===== config.mk =====
export PLATFORM = sky130hd
export DESIGN_NAME = adcss_seq
export DESIGN_NICKNAME = d
export VERILOG_FILES = /design/src/include/adcss_pkg.sv /design/src/hdl/adcss_pin_sync.sv /design/src/hdl/adcss_result_mem.sv /design/src/hdl/adcss_seq.sv
export SDC_FILE = /design/constraint.sdc
export NUM_CORES = 1
export LEC_CHECK = 0
export ABC_AREA = 0
export BUFFER_PORTS_ARGS = -buffer_cell sky130_fd_sc_hd__buf_2
export CAP_MARGIN = 20
export CORE_UTILIZATION = 44
export DETAILED_ROUTE_END_ITERATION = 16
export GPL_ROUTABILITY_DRIVEN = 1
export GPL_TIMING_DRIVEN = 1
export PLACE_DENSITY_LB_ADDON = 0.12
export SYNTH_ARGS = -nofsm -noshare
export SYNTH_HDL_FRONTEND = slang
export SYNTH_SLANG_ARGS = --single-unit
export TNS_END_PERCENT = 10

===== constraint.sdc =====
create_clock -name i_clock -period 11.8 [get_ports i_clock]
set_input_delay 1.77 -clock i_clock [delete_from_list [all_inputs] [get_ports i_clock]]
set_output_delay 1.77 -clock i_clock [all_outputs]
set_load 0.1 [all_outputs]

===== src/include/adcss_pkg.sv =====
// shared constants for the converter scan sequencer
package adcss_pkg;
   localparam int ADDR_W = 20;
   localparam int DATA_W = 16;
   // register addresses
   localparam logic [19:0] CTRL_ADDR = 20'h89000;
   localparam logic [19:0] PMASK_ADDR = 20'h89004;
   localparam logic [19:0] AMASK_ADDR = 20'h89008;
   localparam logic [19:0] ADDC_ADDR = 20'h8900c;
   localparam logic [19:0] EXTC_ADDR = 20'h8900e;
   localparam logic [19:0] TRIG_ADDR = 20'h89010;
   localparam logic [19:0] EXIN_ADDR = 20'h89012;
   localparam logic [19:0] SMASK_ADDR = 20'h89014;
   // result window: base page, word index in addr[6:2]
   localparam logic [11:0] RES_PAGE = 12'h891;
   localparam logic [4:0] RES_COUNT = 5'h11;
   // control register fields
   localparam int CTL_DUP_LSB = 0;
   localparam int CTL_DOUBLE_TRIGGER_ENABLE = 7;
   localparam int CTL_EXTERNAL_TRIGGER_SELECT = 8;
   localparam int CTL_TRIGGER_ENABLE_BIT = 9;
   localparam int CTL_HSC = 10;
   localparam int CTL_MODE_LSB = 13;
   localparam int CTL_START = 15;
   // extended control, trigger select, extended input fields
   localparam int EXT_FMT = 15;
   localparam int TRG_B_LSB = 0;
   localparam int TRG_A_LSB = 8;
   localparam int EXIN_TSAD = 0;
   localparam int EXIN_OCAD = 1;
   localparam int EXIN_TSS = 8;
   localparam int EXIN_OCS = 9;
   // writable channel bits: 5 and 7 reserved
   localparam logic [15:0] CH_VALID = 16'hff5f;
   localparam logic [15:0] RESET_MASK = 16'h0000;
   localparam logic [3:0] TRIG_PIN_SEL = 4'h0;
   // channel codes toward the analog core
   localparam logic [4:0] CH_TEMP = 5'h10;
   localparam logic [4:0] CH_VREF = 5'h11;
   localparam logic [4:0] INT_RES_IDX = 5'h10;
   // trigger pin least low time, tenths of a clock, and whole cycles
   localparam int TRIG_LOW_MIN_X10 = 15;
   localparam int TRIG_LOW_MIN_CYC = (TRIG_LOW_MIN_X10 + 9) / 10;
   typedef enum logic [1:0] {
      MODE_SINGLE = 2'b00,
      MODE_GROUP = 2'b01,
      MODE_CONT = 2'b10,
      MODE_BAD = 2'b11
   } adcss_mode_t;
   typedef enum logic [1:0] {
      ST_IDLE = 2'b00,
      ST_ISSUE = 2'b01,
      ST_WAIT = 2'b10,
      ST_STORE = 2'b11
   } adcss_state_t;
endpackage : adcss_pkg


===== src/hdl/adcss_pin_sync.sv =====
// trigger pin synchroniser and falling edge detector
`timescale 1ns/10ps
module adcss_pin_sync
(
   input wire logic i_clock,
   input wire logic i_sys_rst,
   input wire logic i_pin_n,
   output logic o_fall
);
   import adcss_pkg::*;
   logic s1_q;
   logic s2_q;
   logic s3_q;
   logic level_q;
   logic low_cnt_q;

   // level starts high, so a pin held low through reset gives an edge after release
   always_ff @(posedge i_clock)
   begin
      if (i_sys_rst)
      begin
         s1_q <= 1'b1;
         s2_q <= 1'b1;
         s3_q <= 1'b1;
      end
      else
      begin
         s1_q <= i_pin_n;
         s2_q <= s1_q;
         s3_q <= s2_q;
      end
   end

   // a change counts only once the second and third stage agree
   always_ff @(posedge i_clock)
   begin
      if (i_sys_rst)
         level_q <= 1'b1;
      else if (s2_q == s3_q)
         level_q <= s3_q;
   end

   always_ff @(posedge i_clock)
   begin
      if (i_sys_rst)
         o_fall <= 1'b0;
      else
         o_fall <= level_q && (s2_q == s3_q) && !s3_q;
   end

   // helper: the pin was seen low for the least time before the edge
   always_ff @(posedge i_clock)
   begin
      if (i_sys_rst)
         low_cnt_q <= 1'b0;
      else
         low_cnt_q <= !s2_q && !s3_q;
   end
endmodule : adcss_pin_sync


===== src/hdl/adcss_result_mem.sv =====
// result store with a registered read port and register bypass
`timescale 1ns/10ps
module adcss_result_mem
(
   input wire logic i_clock,
   input wire logic i_sys_rst,
   input wire logic i_we,
   input wire logic [4:0] i_waddr,
   input wire logic [15:0] i_wdata,
   input wire logic i_re,
   input wire logic [4:0] i_raddr,
   input wire logic i_alt_sel,
   input wire logic [15:0] i_alt_data,
   output logic [15:0] o_rdata
);
   logic [15:0] mem_q [0:31];

   // no reset on the array; results are undefined until converted
   always_ff @(posedge i_clock)
   begin
      if (i_we)
         mem_q[i_waddr] <= i_wdata;
   end

   // read data stand for exactly one cycle after the strobe
   always_ff @(posedge i_clock)
   begin
      if (i_sys_rst)
         o_rdata <= 16'h0000;
      else if (!i_re)
         o_rdata <= 16'h0000;
      else if (i_alt_sel)
         o_rdata <= i_alt_data;
      else
         o_rdata <= mem_q[i_raddr];
   end
endmodule : adcss_result_mem


===== src/hdl/adcss_seq.sv =====
// scan sequencer: registers, trigger start logic and channel walk
//
// Strobed register access was chosen for this implementation.
`timescale 1ns/10ps
//
// Contract
// - single scan: enabled primary channels once, ascending
// - continuous scan: repeat ascending passes until stopped
// - group A trigger: one primary pass, stop
// - group B trigger: one secondary pass, stop
// - internal source: single mode, empty mask, stop
// - software write of one sets start
// - enabled group A timer trigger sets start
// - group B trigger in group mode sets start
// - enabled pin trigger with select zero sets start
// - software write of zero clears start
// - single scan end or internal end clears start
// - either group pass end clears start
// - mask bit n enables channel n; 5,7 zero
// - double trigger uses duplication channel as group A
// - secondary mask used only in group mode
// - addition channels converted count times, summed
// - other channels converted once, stored
// - non-addition result aligned by format bit
// - mode field: single, group, continuous, prohibited
// - addition count field gives one to four
// - addition results always left-aligned
// - pin falling edge starts; pin held low
module adcss_seq
(
   input wire logic i_clock,
   input wire logic i_sys_rst,
   input wire logic [adcss_pkg::ADDR_W-1:0] i_addr,
   input wire logic [adcss_pkg::DATA_W-1:0] i_wdata,
   input wire logic i_wr,
   input wire logic i_rd,
   output logic [adcss_pkg::DATA_W-1:0] o_rdata,
   input wire logic [15:0] i_sync_trig,
   input wire logic i_ext_trig_n,
   input wire logic i_conv_done,
   input wire logic [11:0] i_conv_data,
   output logic o_conv_req,
   output logic [4:0] o_conv_chan,
   output logic o_high_speed,
   output logic o_scanning
);
   import adcss_pkg::*;

   // lowest enabled channel of a mask
   function automatic logic [3:0] lowest_ch(input logic [15:0] m);
      logic [3:0] r;
      r = 4'h0;
      for (int i = 15; i >= 0; i--)
         if (m[i])
            r = 4'(i);
      return r;
   endfunction : lowest_ch

   logic [4:0] dup_q;
   logic double_trigger_enable_q;
   logic external_trigger_select_q;
   logic trigger_enable_bit_q;
   logic hsc_q;
   adcss_mode_t mode_q;
   logic start_q;
   logic [15:0] pmask_q;
   logic [15:0] amask_q;
   logic [15:0] smask_q;
   logic [1:0] addc_q;
   logic fmt_q;
   logic [3:0] trs_a_q;
   logic [3:0] trs_b_q;
   logic [3:0] exin_q;
   logic grp_b_q;
   adcss_state_t state_q;
   logic [15:0] pend_q;
   logic [4:0] cur_q;
   logic int_q;
   logic [13:0] acc_q;
   logic [2:0] reps_q;
   logic wr_ctrl;
   logic sw_set;
   logic sw_clr;
   logic pin_fall;
   logic trig_a;
   logic trig_b;
   logic trig_pin;
   logic set_evt;
   logic [15:0] load_mask;
   logic int_sel;
   logic add_on;
   logic [2:0] target;
   logic [15:0] pend_left;
   logic pass_end;
   logic mem_we;
   logic [15:0] result;
   logic res_hit;
   logic [15:0] reg_rdata;
   adcss_pin_sync u_pin
   (
      .i_clock(i_clock),
      .i_sys_rst(i_sys_rst),
      .i_pin_n(i_ext_trig_n),
      .o_fall(pin_fall)
   );
   assign wr_ctrl = i_wr && (i_addr == CTRL_ADDR);
   assign sw_set = wr_ctrl && i_wdata[CTL_START];
   assign sw_clr = wr_ctrl && !i_wdata[CTL_START];
   assign trig_a = trigger_enable_bit_q && !external_trigger_select_q && (trs_a_q != TRIG_PIN_SEL)
      && i_sync_trig[trs_a_q];
   assign trig_b = (mode_q == MODE_GROUP) && trigger_enable_bit_q && (trs_b_q != TRIG_PIN_SEL)
      && i_sync_trig[trs_b_q];
   assign trig_pin = trigger_enable_bit_q && external_trigger_select_q && (trs_a_q == TRIG_PIN_SEL) && pin_fall;
   assign set_evt = sw_set || trig_a || trig_b || trig_pin;

   // group B set on a group B pass, else duplication channel in double trigger mode, else group A set
   assign load_mask = (grp_b_q && mode_q == MODE_GROUP) ? smask_q
      : double_trigger_enable_q ? (16'h0001 << dup_q[3:0]) & CH_VALID
      : pmask_q;
   assign int_sel = (mode_q == MODE_SINGLE) && (exin_q[2] || exin_q[3]);
   assign add_on = int_q ? (cur_q == CH_TEMP ? exin_q[0] : exin_q[1])
      : amask_q[cur_q[3:0]];
   assign target = add_on ? 3'({1'b0, addc_q} + 3'h1) : 3'h1;
   assign pend_left = pend_q & ~(16'h0001 << cur_q[3:0]);
   assign pass_end = (state_q == ST_STORE) && (int_q || pend_left == 16'h0000)
      && (mode_q != MODE_CONT);
   assign mem_we = (state_q == ST_STORE);
   always_comb
   begin
      if (add_on)
         result = {acc_q, 2'b00};
      else if (fmt_q)
         result = {acc_q[11:0], 4'h0};
      else
         result = {4'h0, acc_q[11:0]};
   end
   // control register and start bit; a set wins over any clear
   always_ff @(posedge i_clock)
   begin
      if (i_sys_rst)
         start_q <= 1'b0;
      else if (set_evt)
         start_q <= 1'b1;
      else if (sw_clr || pass_end)
         start_q <= 1'b0;
   end

   always_ff @(posedge i_clock)
   begin
      if (i_sys_rst)
      begin
         dup_q <= 5'h00;
         double_trigger_enable_q <= 1'b0;
         external_trigger_select_q <= 1'b0;
         trigger_enable_bit_q <= 1'b0;
         hsc_q <= 1'b0;
         mode_q <= MODE_SINGLE;
      end
      else if (wr_ctrl)
      begin
         dup_q <= i_wdata[CTL_DUP_LSB +: 5];
         double_trigger_enable_q <= i_wdata[CTL_DOUBLE_TRIGGER_ENABLE];
         external_trigger_select_q <= i_wdata[CTL_EXTERNAL_TRIGGER_SELECT];
         trigger_enable_bit_q <= i_wdata[CTL_TRIGGER_ENABLE_BIT];
         hsc_q <= i_wdata[CTL_HSC];
         mode_q <= adcss_mode_t'(i_wdata[CTL_MODE_LSB +: 2]);
      end
   end
   // mask and option registers; software keeps them still while running
   always_ff @(posedge i_clock)
   begin
      if (i_sys_rst)
      begin
         pmask_q <= RESET_MASK;
         amask_q <= RESET_MASK;
         smask_q <= RESET_MASK;
         addc_q <= 2'b00;
         fmt_q <= 1'b0;
         trs_a_q <= 4'h0;
         trs_b_q <= 4'h0;
         exin_q <= 4'h0;
      end
      else if (i_wr)
      begin
         case (i_addr)
            PMASK_ADDR: pmask_q <= i_wdata & CH_VALID;
            AMASK_ADDR: amask_q <= i_wdata & CH_VALID;
            SMASK_ADDR: smask_q <= i_wdata & CH_VALID;
            ADDC_ADDR: addc_q <= i_wdata[1:0];
            EXTC_ADDR: fmt_q <= i_wdata[EXT_FMT];
            TRIG_ADDR:
            begin
               trs_a_q <= i_wdata[TRG_A_LSB +: 4];
               trs_b_q <= i_wdata[TRG_B_LSB +: 4];
            end
            EXIN_ADDR: exin_q <= {i_wdata[EXIN_OCS], i_wdata[EXIN_TSS],
               i_wdata[EXIN_OCAD], i_wdata[EXIN_TSAD]};
            default: ;
         endcase
      end
   end
   // which group the next pass walks; only a lone group B trigger picks B
   always_ff @(posedge i_clock)
   begin
      if (i_sys_rst)
         grp_b_q <= 1'b0;
      else if (!start_q && set_evt)
         grp_b_q <= trig_b && !(sw_set || trig_a || trig_pin);
   end
   // channel walk
   always_ff @(posedge i_clock)
   begin
      if (i_sys_rst)
      begin
         state_q <= ST_IDLE;
         pend_q <= 16'h0000;
         cur_q <= 5'h00;
         int_q <= 1'b0;
         acc_q <= 14'h0000;
         reps_q <= 3'h0;
      end
      else if (sw_clr && !set_evt)
         state_q <= ST_IDLE;
      else
      begin
         case (state_q)
            ST_IDLE:
            begin
               acc_q <= 14'h0000;
               reps_q <= 3'h0;
               if (start_q)
               begin
                  pend_q <= load_mask;
                  int_q <= (load_mask == 16'h0000) && int_sel;
                  cur_q <= (load_mask == 16'h0000)
                     ? (exin_q[2] ? CH_TEMP : CH_VREF)
                     : {1'b0, lowest_ch(load_mask)};
                  if (load_mask != 16'h0000 || int_sel)
                     state_q <= ST_ISSUE;
                  else
                     state_q <= ST_STORE;
               end
            end
            ST_ISSUE:
               state_q <= ST_WAIT;
            ST_WAIT:
            begin
               if (i_conv_done)
               begin
                  acc_q <= acc_q + {2'b00, i_conv_data};
                  reps_q <= reps_q + 3'h1;
                  if (reps_q + 3'h1 >= target)
                     state_q <= ST_STORE;
                  else
                     state_q <= ST_ISSUE;
               end
            end
            ST_STORE:
            begin
               acc_q <= 14'h0000;
               reps_q <= 3'h0;
               if (!int_q && pend_left != 16'h0000)
               begin
                  pend_q <= pend_left;
                  cur_q <= {1'b0, lowest_ch(pend_left)};
                  state_q <= ST_ISSUE;
               end
               else if (mode_q == MODE_CONT && load_mask != 16'h0000)
               begin
                  pend_q <= load_mask;
                  cur_q <= {1'b0, lowest_ch(load_mask)};
                  state_q <= ST_ISSUE;
               end
               else
                  state_q <= ST_IDLE;
            end
            default:
               state_q <= ST_IDLE;
         endcase
      end
   end
   // registered outputs: requests to the analog core and status levels
   always_ff @(posedge i_clock)
   begin
      if (i_sys_rst)
      begin
         o_conv_req <= 1'b0;
         o_conv_chan <= 5'h00;
         o_high_speed <= 1'b0;
         o_scanning <= 1'b0;
      end
      else
      begin
         o_conv_req <= (state_q == ST_ISSUE) && !(sw_clr && !set_evt);
         o_conv_chan <= cur_q;
         o_high_speed <= hsc_q;
         o_scanning <= start_q;
      end
   end
   // register read path
   assign res_hit = (i_addr[19:8] == RES_PAGE) && (i_addr[6:2] < RES_COUNT)
      && (i_addr[7] == 1'b0) && (i_addr[1:0] == 2'b00);
   always_comb
   begin
      case (i_addr)
         CTRL_ADDR: reg_rdata = {start_q, mode_q, 2'b00, hsc_q, trigger_enable_bit_q, external_trigger_select_q,
            double_trigger_enable_q, 2'b00, dup_q};
         PMASK_ADDR: reg_rdata = pmask_q;
         AMASK_ADDR: reg_rdata = amask_q;
         SMASK_ADDR: reg_rdata = smask_q;
         ADDC_ADDR: reg_rdata = {14'h0000, addc_q};
         EXTC_ADDR: reg_rdata = {fmt_q, 15'h0000};
         TRIG_ADDR: reg_rdata = {4'h0, trs_a_q, 4'h0, trs_b_q};
         EXIN_ADDR: reg_rdata = {6'h00, exin_q[3:2], 6'h00, exin_q[1:0]};
         default: reg_rdata = 16'h0000;
      endcase
   end

   adcss_result_mem u_mem
   (
      .i_clock(i_clock),
      .i_sys_rst(i_sys_rst),
      .i_we(mem_we && (int_q || load_mask != 16'h0000 || pend_q != 16'h0000)),
      .i_waddr(int_q ? INT_RES_IDX : {1'b0, cur_q[3:0]}),
      .i_wdata(result),
      .i_re(i_rd),
      .i_raddr(i_addr[6:2]),
      .i_alt_sel(!res_hit),
      .i_alt_data(reg_rdata),
      .o_rdata(o_rdata)
   );
endmodule : adcss_seq


==> out/metrics.cfg <==
[sta]
fin_setup_tns_ps=0
setup_viol_count_final=0
skew_ps=10.4
min_period_over_period_pct=39.0
rsz0062_at_grt=no
slew_headroom_pct=31.0
maxSlewViolCount=0
hold_violations=0
min_period_ps=4600
layout_setup_ws_ps=7200
fmax_ghz=0.218
max_slew.worst_pin.slew_ps=1030

[clock_network]
clock_path_buffers=3
ctsRootBufferMaster=clkbuf_16
cts_setup_buffers=0
htree_levels=2
clk_pin_slew_ps=60
insertion_delay_ps=630
hold_buffers=0
cts_sinks=517
cts_made_buffers=56
cts_tree=built
post_cts_resized=0

[synthesis]
synth_edf_count=377
avgSynthCellArea_um2=13.7
yosysTopAreaCellShare_pct=49.7
yosysWarningCount=0
synth-seq-area-share_pct=62.0
synth-async-reset-ratio_pct=0
synth_common_cells=377 x edfxtp_1, 145 x a21oi_1, 144 x nand2_1, 140 x dfxtp_1, 123 x mux4_2
yosys.area.top_type=edfxtp_1
synth.most_common_cell=edfxtp_1
syn-instance-count=1665
synth_flop_cell=edfxtp_1
synth-seq-cells=517
synth_area_leaders=edfxtp_1 50%, dfxtp_1 12%, mux4_2 12%
synth_area_mm2=0.0228
yosysUniqueCellTypes=80

[cells_and_area]
regArea_mm2=0.0141
nNetsFinal=1950
layout.filler_cells=4374
area_delta_synth_final_pct=15.9
drive_gt1_share_pct=21.7
instances_no_fill=2582
antenna_cells=0
multi_input_area_mm2=0.00858

[global_route]
antenna_found_initial=0
grtUsageMet2_pct=39.3
top_usage_layer=met2
grt_pass1_vias=14700
grtUsageTotal_pct=23.7
met3_usage_pct=2.96
grt_pass1_wl_um=93600
gr-usage-met1_pct=32.5
grt_max_degree=89
overflow=0

[critical_path]
worstPathRequired_ps=12270
path_cells=buf_6 -> buf_4 -> mux4_2 -> mux4_2 -> mux2i_1 -> or2_2 -> a31oi_1
path_delay_family=multiplexers
worst-endpoint-arrival_ps=5070
criticalPathCategory=in -> reg
critPathSlowestCell=buf_4
worstSetupEndpointType=flip-flop
critPathMostFrequentCell=mux4_2
max_stage_delay_ps=790
worst_setup_path_start_kind=input pin
cp_max_fo=65
cp_num_buf_inv=2

[placement]
io_buffer_count=92
place_inst=2476
place_hpwl_um=39100
gp_congestion=0.887
post-place-ws_ps=6420

[route]
via_count=15100
ant_nets=0
drc=0
wl_um=61700
drt-initial-drc-count=1536
viasPerCell=5.84
wl_per_cell_um=23.9
drt_pass1_iterations=5

[min_path]
worstHoldPathType=reg -> reg

[flow_run]
maxCapViolCount=0

[power_and_ir_drop]
power_density_mw_per_mm2=164
vdd_drop_max_v=0.000118
p_leak_nw=9.12

[die]
core_area_mm2=0.0512
rows=83
die_h_um=230
pin_count=94
dieArea_mm2=0.0527
die_x_um=230
start_util_pct=44.5

[outcome]
status=finished clean

## layout by cell type, fill, tap and decap left out, drive strengths merged, types with 21 or more instances in the layout
master and instances:
a21oi 145, buf 148, clkbuf 68, clkinv 24, conb 105, dfxtp 140, edfxtp 377, ha 21
inv 35, mux2i 40, mux4 123, nand2 145, nand3 97, nor2 77, nor3 22, o21ai 39
## final timing paths
kind / startpoint / to / slack [ps] / cells past startpoint
worst min register to register: u_pin.s1_q / u_pin.s2_q / 420 / 1
worst min-delay path: u_pin.s1_q / u_pin.s2_q / 420 / 1
worst max register to register: cur_q[3] / state_q[1] / 8110 / 14
worst max-delay path: i_addr[2] / u_mem.o_rdata[4] / 7200 / 7
## kinds of logic after synthesis
logic type                 share of synthesized area (%)
and+or+nand+nor                                     9.88
other                                             0.0165
buffers and inverters                               2.59
AOI/OAI and AO/OA                                   9.90
muxes                                               14.0
xor gates and xnor gates                           0.384
DFF                                                 62.0
adders and majority gates                           1.24
## worst reg2reg max path, delay by kind of cell, from the launching register on
kind	cells	cell delay, ps
buffers and inverters	1	320
AO/OA/AOI/OAI	6	970
flip-flops	1	900
adder cells (fa/ha/maj)	1	220
multiplexers	1	200
AND/OR/NAND/NOR	5	970
## area by class of cell
| class | instances | area share, % |
|---|---|---|
| clock buffers | 68 | 5.63 |
| clock inverters | 34 | 1.34 |
| inverters | 32 | 0.455 |
| multi-input cells | 1103 | 32.5 |
| flip-flops and latches | 517 | 53.5 |
| well taps | 680 | 3.22 |
| repair buffers | 148 | 3.43 |
## sequential cells by signal (all words and copies together), names as in the netlist, 2 cells and up
name,count
reps_q,3
u_mem.o_rdata,16
o_conv_chan,5
u_mem.mem_q,377
smask_q,14
amask_q,14
dup_q,5
state_q,2
trs_a_q,4
pend_q,16
pmask_q,14
cur_q,5
trs_b_q,4
exin_q,4
addc_q,2
acc_q,14
mode_q,2
## metrics by stage
| stage | area [um^2] | hold slack [ps] | utilization [%] | power [mW] |
|---|---|---|---|---|
| final | 26400 | 418 | 51.6 | 4.35 |
| after global routing | 26400 | 438 | 51.6 | 4.51 |
| after CTS | 26400 | 427 | 51.5 | 4.38 |
| after detailed placement | 24500 | 406 | 47.9 | 2.62 |
| after global placement | 24500 | 409 | 47.9 | 2.61 |
| after floorplan | 23200 | 389 | - | 2.45 |
## where the power goes
part,leakage [nW],internal (mW),switching [mW],total [mW]
Combinational,3.32,0.174,0.346,0.520
Clock,0.909,1.03,0.732,1.76
Sequential,4.89,2.02,0.0450,2.06
Total,9.12,3.22,1.12,4.35
## routing by layer
layer	vias to the layer above	share of wire, %
li1	6828	-
met1	7677	43
met2	490	49
met3	88	5.4
met4	0	2.5
met5	-	0
(Power assumes the default switching activity.)
